[config.mk]
export PLATFORM = sky130hd
export DESIGN_NAME = pbc_ctrl
export DESIGN_NICKNAME = d
export VERILOG_FILES = /design/src/pbc_pkg.sv /design/src/pbc_tmr_if.sv /design/src/pbc_ctrl.sv /design/src/pbc_pulse_tmr.sv
export SDC_FILE = /design/constraint.sdc
export NUM_CORES = 1
export LEC_CHECK = 0
export BUFFER_PORTS_ARGS = -buffer_cell sky130_fd_sc_hd__buf_2
export CAP_MARGIN = 20
export CORE_ASPECT_RATIO = 1.2
export CORE_MARGIN = 4
export CORE_UTILIZATION = 35
export CTS_CLUSTER_SIZE = 10
export DETAILED_ROUTE_END_ITERATION = 10
export SLEW_MARGIN = 20
export SYNTH_ARGS = -nofsm -noshare
export SYNTH_HDL_FRONTEND = slang
export SYNTH_SLANG_ARGS = --single-unit
[constraint.sdc]
create_clock -name clk -period 3.5 [get_ports clk]
set_input_delay 0.7 -clock clk [delete_from_list [all_inputs] [get_ports clk]]
set_output_delay 0.7 -clock clk [all_outputs]
set_load 0.01 [all_outputs]
[src/pbc_pkg.sv]
// shared constants of the pushbutton on/off controller
package pbc_pkg;
    // ==========================================================
    // clock and timing
    // ==========================================================
    localparam int unsigned CLK_HZ = 100_000_000;
    localparam int unsigned CYC_PER_MS = CLK_HZ / 1000;
    // debounce options, in ms
    localparam int unsigned T_DB_SHORT_MS = 50;
    localparam int unsigned T_DB_LONG_MS = 2000;
    // interrupt pulse options, in ms
    localparam int unsigned T_INT_8_MS = 8;
    localparam int unsigned T_INT_32_MS = 32;
    localparam int unsigned T_INT_64_MS = 64;
    localparam int unsigned T_INT_128_MS = 128;
    // shutdown options, in ms
    localparam int unsigned T_SD_SHORT_MS = 8000;
    localparam int unsigned T_SD_LONG_MS = 16000;
    // the long pulse is this many normal pulses
    localparam int unsigned LONG_INT_MULT = 4;
    // derived cycle counts (all exact multiples of the period)
    localparam logic [31:0] DB_SHORT_CYC = 32'(T_DB_SHORT_MS * CYC_PER_MS);
    localparam logic [31:0] DB_LONG_CYC = 32'(T_DB_LONG_MS * CYC_PER_MS);
    localparam logic [31:0] INT_8_CYC = 32'(T_INT_8_MS * CYC_PER_MS);
    localparam logic [31:0] INT_32_CYC = 32'(T_INT_32_MS * CYC_PER_MS);
    localparam logic [31:0] INT_64_CYC = 32'(T_INT_64_MS * CYC_PER_MS);
    localparam logic [31:0] INT_128_CYC = 32'(T_INT_128_MS * CYC_PER_MS);
    localparam logic [31:0] SD_SHORT_CYC = 32'(T_SD_SHORT_MS * CYC_PER_MS);
    localparam logic [31:0] SD_LONG_CYC = 32'(T_SD_LONG_MS * CYC_PER_MS);

    // ==========================================================
    // register map
    // ==========================================================
    localparam int unsigned REG_AW = 8;
    localparam logic [7:0] OFS_CTRL = 8'h00;
    localparam logic [7:0] OFS_STATUS = 8'h04;
    localparam logic [7:0] OFS_MASK = 8'h08;
    localparam logic [7:0] OFS_STATE = 8'h0c;
    // control bits
    localparam int unsigned CTRL_SOFT_OFF_BIT = 0;
    localparam int unsigned CTRL_SOFT_ON_BIT = 1;
    // event bits, shared by status and mask
    localparam int unsigned EV_CLOSURE_BIT = 0;
    localparam int unsigned EV_SHUTDOWN_BIT = 1;
    localparam int unsigned EV_FORCE_OFF_BIT = 2;
    localparam int unsigned EV_W = 3;
    // state bits
    localparam int unsigned ST_OUT_BIT = 0;
    localparam int unsigned ST_INT_BIT = 1;
    localparam int unsigned ST_PRESSED_BIT = 2;
    localparam int unsigned ST_FSM_LSB = 4;
    // reset values
    localparam logic [1:0] CTRL_RST = 2'h0;
    localparam logic [2:0] EV_RST = 3'h0;
    localparam logic [2:0] MASK_RST = 3'h0;
endpackage : pbc_pkg

[src/pbc_tmr_if.sv]
// control link between the controller and its pulse timer
`timescale 1ns/1ps
interface pbc_tmr_if;
    logic start;
    logic [31:0] len;
    logic busy;
    modport ctl (output start, output len, input busy);
    modport tmr (input start, input len, output busy);
endinterface : pbc_tmr_if
[src/pbc_ctrl.sv]
// pushbutton on/off controller: debounce, latch, interrupt pulse
`timescale 1ns/1ps
// Operation
// The latched output turns on once a closure outlasts the debounce time.
// Each valid closure gives one interrupt pulse of the chosen length.
// A closure held past the shutdown time gives a longer interrupt pulse.
// The shutdown time is one of two fixed choices.
// One variant turns the output off after shutdown, the other keeps it on.
// The force-off input turns the output off at once.
// The button is read active low or active high as the variant fixes.
// Closures shorter than debounce change nothing and restart the timer.
module pbc_ctrl #(
    parameter bit DB_OPT = 1'b0,
    parameter logic [1:0] INT_OPT = 2'h0,
    parameter bit SD_OPT = 1'b0,
    parameter bit RELEASE_ON_SD = 1'b1,
    parameter bit PB_ACTIVE_HIGH = 1'b0,
    parameter logic [31:0] DB_SHORT_CYC = pbc_pkg::DB_SHORT_CYC,
    parameter logic [31:0] DB_LONG_CYC = pbc_pkg::DB_LONG_CYC,
    parameter logic [31:0] INT_8_CYC = pbc_pkg::INT_8_CYC,
    parameter logic [31:0] INT_32_CYC = pbc_pkg::INT_32_CYC,
    parameter logic [31:0] INT_64_CYC = pbc_pkg::INT_64_CYC,
    parameter logic [31:0] INT_128_CYC = pbc_pkg::INT_128_CYC,
    parameter logic [31:0] SD_SHORT_CYC = pbc_pkg::SD_SHORT_CYC,
    parameter logic [31:0] SD_LONG_CYC = pbc_pkg::SD_LONG_CYC
) (
    input wire logic clk,
    input wire logic arst_n,
    input wire logic pushbutton_input,
    input wire logic force_off_input,
    output logic latched_out,
    output logic int_out,
    output logic irq,
    input wire logic [7:0] reg_addr,
    input wire logic [31:0] reg_wdata,
    input wire logic reg_wr,
    input wire logic reg_rd,
    output logic [31:0] reg_rdata
);
    // ==========================================================
    // types and variant timing
    // ==========================================================
    typedef enum logic [3:0] {
        PBC_IDLE = 4'b0001,
        PBC_DEBOUNCE = 4'b0010,
        PBC_HELD = 4'b0100,
        PBC_WAIT_REL = 4'b1000
    } pbc_state_e;

    // timing fixed by the variant parameters
    localparam logic [31:0] DB_CYC = DB_OPT ? DB_LONG_CYC : DB_SHORT_CYC;
    localparam logic [31:0] SD_CYC = SD_OPT ? SD_LONG_CYC : SD_SHORT_CYC;

    localparam logic [31:0] INT_CYC =
        (INT_OPT == 2'h0) ? INT_8_CYC :
        (INT_OPT == 2'h1) ? INT_32_CYC :
        (INT_OPT == 2'h2) ? INT_64_CYC : INT_128_CYC;

    localparam logic [31:0] LONG_INT_CYC =
        32'(INT_CYC * pbc_pkg::LONG_INT_MULT);


    // register decode, used for reads and writes alike
    function automatic logic hit(input logic [7:0] a,
                                 input logic [7:0] ofs);
        hit = (a == ofs);
    endfunction : hit

    // ==========================================================
    // input synchronisers
    // ==========================================================
    logic pb_meta_q;
    logic pb_sync_q;
    logic clr_meta_q;
    logic clr_sync_q;
    logic pressed;

    // both pins are asynchronous to clk; two flops each
    always_ff @(posedge clk or negedge arst_n) begin
        if (!arst_n) begin
            // reset to the open level, else a false closure follows reset
            pb_meta_q <= !PB_ACTIVE_HIGH;
            pb_sync_q <= !PB_ACTIVE_HIGH;
        end else begin
            pb_meta_q <= pushbutton_input;
            pb_sync_q <= pb_meta_q;
        end
    end

    always_ff @(posedge clk or negedge arst_n) begin
        if (!arst_n) begin
            clr_meta_q <= 1'b0;
            clr_sync_q <= 1'b0;
        end else begin
            clr_meta_q <= force_off_input;
            clr_sync_q <= clr_meta_q;
        end
    end

    // closed level depends on the variant
    assign pressed = PB_ACTIVE_HIGH ? pb_sync_q : ~pb_sync_q;

    // ==========================================================
    // register bus decode
    // ==========================================================
    logic wr_ctrl;
    logic wr_status;
    logic wr_mask;

    assign wr_ctrl = reg_wr && hit(reg_addr, pbc_pkg::OFS_CTRL);
    assign wr_status = reg_wr && hit(reg_addr, pbc_pkg::OFS_STATUS);
    assign wr_mask = reg_wr && hit(reg_addr, pbc_pkg::OFS_MASK);

    // ==========================================================
    // closure timing state machine
    // ==========================================================
    pbc_state_e state_q;
    pbc_state_e state_d;
    logic [31:0] cnt_q;
    logic ev_closure;
    logic ev_shutdown;

    // one counter measures from the first closed sample onward
    always_comb begin
        state_d = state_q;
        ev_closure = 1'b0;
        ev_shutdown = 1'b0;
        case (state_q)
            PBC_IDLE: begin
                if (pressed) begin
                    state_d = PBC_DEBOUNCE;
                end
            end
            PBC_DEBOUNCE: begin
                if (!pressed) begin
                    state_d = PBC_IDLE;
                end else if (cnt_q >= DB_CYC - 32'h1) begin
                    state_d = PBC_HELD;
                    ev_closure = 1'b1;
                end
            end
            PBC_HELD: begin
                if (!pressed) begin
                    state_d = PBC_IDLE;
                end else if (cnt_q >= SD_CYC - 32'h1) begin
                    state_d = PBC_WAIT_REL;
                    ev_shutdown = 1'b1;
                end
            end
            PBC_WAIT_REL: begin
                // nothing more until the button is let go
                if (!pressed) begin
                    state_d = PBC_IDLE;
                end
            end
            default: begin
                state_d = PBC_IDLE;
            end
        endcase
    end

    always_ff @(posedge clk or negedge arst_n) begin
        if (!arst_n) begin
            state_q <= PBC_IDLE;
        end else begin
            state_q <= state_d;
        end
    end

    // counter restarts whenever the button is seen open
    always_ff @(posedge clk or negedge arst_n) begin
        if (!arst_n) begin
            cnt_q <= 32'h0;
        end else if (state_d == PBC_IDLE) begin
            cnt_q <= 32'h0;
        end else if (state_q != PBC_IDLE && state_q != PBC_WAIT_REL) begin
            cnt_q <= cnt_q + 32'h1;
        end
    end

    // ==========================================================
    // control register
    // ==========================================================
    logic [1:0] ctrl_q;
    logic soft_off;
    logic soft_on;

    always_ff @(posedge clk or negedge arst_n) begin
        if (!arst_n) begin
            ctrl_q <= pbc_pkg::CTRL_RST;
        end else if (wr_ctrl) begin
            ctrl_q <= reg_wdata[1:0];
        end else begin
            ctrl_q[pbc_pkg::CTRL_SOFT_ON_BIT] <= 1'b0; // self-clearing
        end
    end

    assign soft_off = ctrl_q[pbc_pkg::CTRL_SOFT_OFF_BIT];
    assign soft_on = ctrl_q[pbc_pkg::CTRL_SOFT_ON_BIT];

    // ==========================================================
    // latched output
    // ==========================================================
    logic out_q;

    // off wins over on; soft_off holds the latch off while set
    always_ff @(posedge clk or negedge arst_n) begin
        if (!arst_n) begin
            out_q <= 1'b0;
        end else if (clr_sync_q || soft_off) begin
            out_q <= 1'b0;
        end else if (ev_shutdown && RELEASE_ON_SD) begin
            out_q <= 1'b0;
        end else if (ev_closure || soft_on) begin
            out_q <= 1'b1;
        end
    end

    // the raw pin gates the latch so the off state needs no clock;
    // the synchronised copy then clears the flop itself
    assign latched_out = out_q & ~force_off_input;

    // ==========================================================
    // interrupt pulse timer
    // ==========================================================
    pbc_tmr_if tmr ();

    // normal pulse on a valid closure, longer one at shutdown
    assign tmr.start = ev_closure | ev_shutdown;
    assign tmr.len = ev_shutdown ? LONG_INT_CYC : INT_CYC;

    pbc_pulse_tmr u_tmr (
        .clk(clk),
        .arst_n(arst_n),
        .t(tmr.tmr)
    );

    // a flop keeps the pin clean of decode glitches, one cycle late
    logic int_q;

    always_ff @(posedge clk or negedge arst_n) begin
        if (!arst_n) begin
            int_q <= 1'b0;
        end else begin
            int_q <= tmr.busy;
        end
    end

    assign int_out = int_q;

    // ==========================================================
    // sticky status, mask and interrupt line
    // ==========================================================
    logic [pbc_pkg::EV_W-1:0] ev_now;
    logic [pbc_pkg::EV_W-1:0] status_q;
    logic [pbc_pkg::EV_W-1:0] mask_q;
    logic clr_seen_q;

    // force-off event is its rising edge, taken past the synchroniser
    always_ff @(posedge clk or negedge arst_n) begin
        if (!arst_n) begin
            clr_seen_q <= 1'b0;
        end else begin
            clr_seen_q <= clr_sync_q;
        end
    end

    always_comb begin
        ev_now = '0;
        ev_now[pbc_pkg::EV_CLOSURE_BIT] = ev_closure;
        ev_now[pbc_pkg::EV_SHUTDOWN_BIT] = ev_shutdown;
        ev_now[pbc_pkg::EV_FORCE_OFF_BIT] = clr_sync_q & ~clr_seen_q;
    end

    // write-one-to-clear, but a new event in the same cycle stays set
    always_ff @(posedge clk or negedge arst_n) begin
        if (!arst_n) begin
            status_q <= pbc_pkg::EV_RST;
        end else if (wr_status) begin
            status_q <= (status_q & ~reg_wdata[pbc_pkg::EV_W-1:0]) | ev_now;
        end else begin
            status_q <= status_q | ev_now;
        end
    end

    always_ff @(posedge clk or negedge arst_n) begin
        if (!arst_n) begin
            mask_q <= pbc_pkg::MASK_RST;
        end else if (wr_mask) begin
            mask_q <= reg_wdata[pbc_pkg::EV_W-1:0];
        end
    end

    // a set mask bit lets its status bit through
    assign irq = |(status_q & mask_q);

    // ==========================================================
    // read data
    // ==========================================================
    logic [31:0] rdata_q;
    logic [31:0] state_word;

    always_comb begin
        state_word = 32'h0;
        state_word[pbc_pkg::ST_OUT_BIT] = latched_out;
        state_word[pbc_pkg::ST_INT_BIT] = int_q;
        state_word[pbc_pkg::ST_PRESSED_BIT] = pressed;
        state_word[pbc_pkg::ST_FSM_LSB +: 4] = state_q;
    end

    // data only in the cycle after the strobe; unmapped reads give zero
    always_ff @(posedge clk or negedge arst_n) begin
        if (!arst_n) begin
            rdata_q <= 32'h0;
        end else if (!reg_rd) begin
            rdata_q <= 32'h0;
        end else if (hit(reg_addr, pbc_pkg::OFS_CTRL)) begin
            rdata_q <= {30'h0, ctrl_q};
        end else if (hit(reg_addr, pbc_pkg::OFS_STATUS)) begin
            rdata_q <= {29'h0, status_q};
        end else if (hit(reg_addr, pbc_pkg::OFS_MASK)) begin
            rdata_q <= {29'h0, mask_q};
        end else if (hit(reg_addr, pbc_pkg::OFS_STATE)) begin
            rdata_q <= state_word;
        end else begin
            rdata_q <= 32'h0;
        end
    end

    assign reg_rdata = rdata_q;
endmodule : pbc_ctrl

[src/pbc_pulse_tmr.sv]
// one-shot pulse timer, retriggerable with a new length
`timescale 1ns/1ps
module pbc_pulse_tmr (
    input wire logic clk,
    input wire logic arst_n,
    pbc_tmr_if.tmr t
);
    logic [31:0] left_q;

    // ==========================================================
    // countdown
    // ==========================================================
    // a new start reloads, so a long pulse can stretch a short one
    always_ff @(posedge clk or negedge arst_n) begin
        if (!arst_n) begin
            left_q <= 32'h0;
        end else if (t.start) begin
            left_q <= t.len;
        end else if (left_q != 32'h0) begin
            left_q <= left_q - 32'h1;
        end
    end

    assign t.busy = (left_q != 32'h0);
endmodule : pbc_pulse_tmr

==> results.yml <==
detailed_routing:
  route.met3.wl_um: 366
  avgViaCountPerCell: 5.45
  drt-pass1-iter-count: 4
  drcViolationCount: 0
  drtAntennaViolNets: 0
  finalWirelength_mm: 10.9
  num_vias: 3867
  topRoutingLayerUsed: "met4"
  wl_met1_mm: 4.68
  wl_met2_mm: 5.72
  wl_per_cell_um: 15.4
  drtIter0Drc: 225
critical_path:
  critPathRequiredTime_ns: 3.79
  critPathMaxStageDelay_ns: 0.82
  crit_family: "simple AND/OR/NAND/NOR gates"
  path_depth: 6
  arrival_ns: 3.18
  cp_max_fo: 34
  r2r-end: "cnt_q[29]"
  startpoint_type: "flop"
  r2r_cells: 6
  crit_start: "state_q[2]"
  slowest_stage: "clkinv_1"
  end_kind: "flop"
  critPathCapture: "cnt_q[29]"
  r2r_start: "state_q[2]"
  r2r_slack_ns: 0.61
  worst-path-buf-inv: 1
  cp_cell_sequence: "nor2b_1, o311ai_0, a21oi_1, clkinv_1, or4_1, nand2_1"
  path_class: "flop to flop"
floorplan:
  die_y_um: 139
  ios: 81
  die_width_um: 117
  die_area_um2: 16300
  core_um2: 13900
  rows: 47
  start_util_pct: 36.0
clock_tree:
  cts.htree.levels: 3
  numCtsBuffers: 9
  worstSkewPairLatency_ns: 0.35
  cts_tree: "yes"
  ctsResizeCount: 0
  cts-root-buf: "clkbuf_16"
  cts.sinks: 90
  cts_max_path_buffers: 2
  cts_setup_buffers: 0
  path_clk_slew_ns: 0.06
  cts_hold_buf: 0
synth:
  netlist_area_um2: 5000
  ys.flop_type: "dfrtp_1"
  synth_edf_count: 0
  async_flop_share_pct: 100
  netlist_instances: 513
  yosysUniqueCellTypes: 65
  syn_avg_cell_area_um2: 9.74
  yosys_warnings: 0
  synth-seq-area-share_pct: 45.2
  synth_seq_cells: 90
run:
  drv_cap: 0
power_and_ir_drop:
  leakage_nw: 2.52
  ir_worst_vdd_v: 0.000228
  p_seq_share_pct: 48.0
  power.density_nw_per_um2: 402
  power.switching_uw: 483
  power_mw: 2.22
  p_sw_share_pct: 21.7
  clkPwrFrac_pct: 47.3
  power_frac_comb_pct: 4.7
  power.internal_mw: 1.74
global_route:
  grt_max_degree: 69
  overflow: 0
  grtUsageTotal_pct: 14.1
  grt_antenna_before_repair: 0
  grt_pass1_vias: 3898
  grt_first_pass_wirelength_mm: 18.7
placement:
  hpwl_mm: 7.58
  place_congestion: 0.790
  io_buffers: 26
  dp_worst_setup_slack_ns: 0.744
finish:
  area_delta_synth_final_pct: 10.7
  fin_nets: 583
  layout-drive-gt1-share_pct: 14.3
  antenna_cells: 0
timing:
  fin_crit_sh_pct: 82.7
  setup_slack_ns: 0.605
  finalSetupTns_ns: 0
  hold_viol: 0
  tightestPinTransition_ns: 0.945
  fmax_ghz: 0.345
  fin_skew_ns: 0.00836
  maxSlewViolCount: 0
  setup_viol: 0
  min_period_ns: 2.89
  rsz0062_at_grt: "no"
  relSlewSlack_pct: 36.6
status:
  status: "complete, no violations"
hold_path:
  hp-class: "flop to flop"
-- state kept, by name, summed over array words and instances (netlist names) --
| signal | cells |
|---|---|
| mask_q | 3 |
| pb_sync_q | 1 |
| cnt_q | 32 |
| clr_seen_q | 1 |
| state_q | 4 |
| u_tmr.left_q | 32 |
| clr_meta_q | 1 |
| out_q | 1 |
| status_q | 3 |
| reg_rdata | 7 |
| ctrl_q | 2 |
| pb_meta_q | 1 |
| clr_sync_q | 1 |
| int_out | 1 |
-- through the flow --
stage | cells | util, % | hold slack [ns] | area, um^2
global placement | 695 | 37.5 | 0.346 | 5210
floorplan | 537 | - | 0.331 | 5090
CTS | 710 | 39.8 | 0.365 | 5530
global route | 710 | 39.8 | 0.369 | 5530
finish | 710 | 39.8 | 0.362 | 5530
detailed placement | 695 | 37.5 | 0.343 | 5210
-- worst min path at each step --
stage               start          to  cells after the start  slack [ns]
2_1_floorplan  clr_meta_q  clr_sync_q                      0        0.33
3_3_place_gp    pb_meta_q   pb_sync_q                      0        0.35
3_5_place_dp   clr_meta_q  clr_sync_q                      0        0.34
4_1_cts         pb_meta_q   pb_sync_q                      0        0.36
5_1_grt         pb_meta_q   pb_sync_q                      0        0.37
6_report        pb_meta_q   pb_sync_q                      0        0.36
-- layout make-up --
type	count	area, um^2
clock inverter	2	60.1
inverter	12	45.0
fill	1365	8350
multi-input combinational	386	2490
tap	171	214
timing repair buffer	36	208
clock buffer	13	260
sequential	90	2260
-- synth_stat cells, drive strengths merged (3+ instances only) --
cell type,number,area share (%)
nor4,15,2.4
a211oi,12,2.2
o21ai,19,1.9
nor3,25,2.5
o211ai,5,0.75
nor2,46,3.5
and3,3,0.38
nor2b,7,0.88
or4,20,3.2
a21oi,13,1.3
dfrtp,87,44
nand3,17,1.7
xnor2,15,2.6
clkbuf,11,0.83
a21o,3,0.45
o31ai,10,1.5
inv,12,0.90
o211a,3,0.60
xor2,24,4.2
nand2,35,2.6
and2,6,0.75
mux2,4,0.90
dfstp,3,1.6
nand4,17,2.1
nand2b,3,0.38
or3,16,2.0
o311ai,3,0.53
a2111oi,7,1.7
buf,38,5.2
-- power groups by stage --
stage          Clock (mW)  Sequential (mW)  Combinational (mW)
2_1_floorplan           0             1.08              0.0855
3_3_place_gp            0             1.09               0.104
3_5_place_dp            0             1.09               0.107
4_1_cts              1.08             1.07               0.108
5_1_grt              1.12             1.07               0.123
6_report             1.05             1.07               0.105
-- routing by layer --
| metal | up-vias | GRT usage (%) |
|---|---|---|
| li1 | 1880 | - |
| met1 | 1919 | 17.5 |
| met2 | 55 | 23.6 |
| met3 | 13 | 3.58 |
| met4 | 0 | 4.41 |
| met5 | - | 0 |
-- cells in the final DEF, fill, tap and decap left out, drive strengths merged, types with 12 or more instances in the layout --
cell type,Yosys,layout
xor2,24,24
nand4,17,17
a211oi,12,12
nor2,46,46
nor4,15,15
nand2,35,35
a21oi,13,13
clkbuf,11,13
xnor2,15,15
or3,16,16
or4,20,20
nor3,25,25
conb,1,25
o21ai,19,19
nand3,17,17
dfrtp,87,87
buf,38,36
-- cell families (layout without fill, tap and decap cells) --
kind of cell             Yosys count  after routing  synth area share [%]
flip-flops                        90             90                  45.2
XOR/XNOR                          39             39                  6.84
other                              1             25                0.0751
adder cells (fa/ha/maj)            2              2                 0.501
AND/OR/NAND/NOR                  220            220                  24.0
buffers and inverters             61             63                  6.94
multiplexers                       8              8                  2.20
AO/OA/AOI/OAI                     92             92                  14.3
Power figures use the tool's default switching activity.
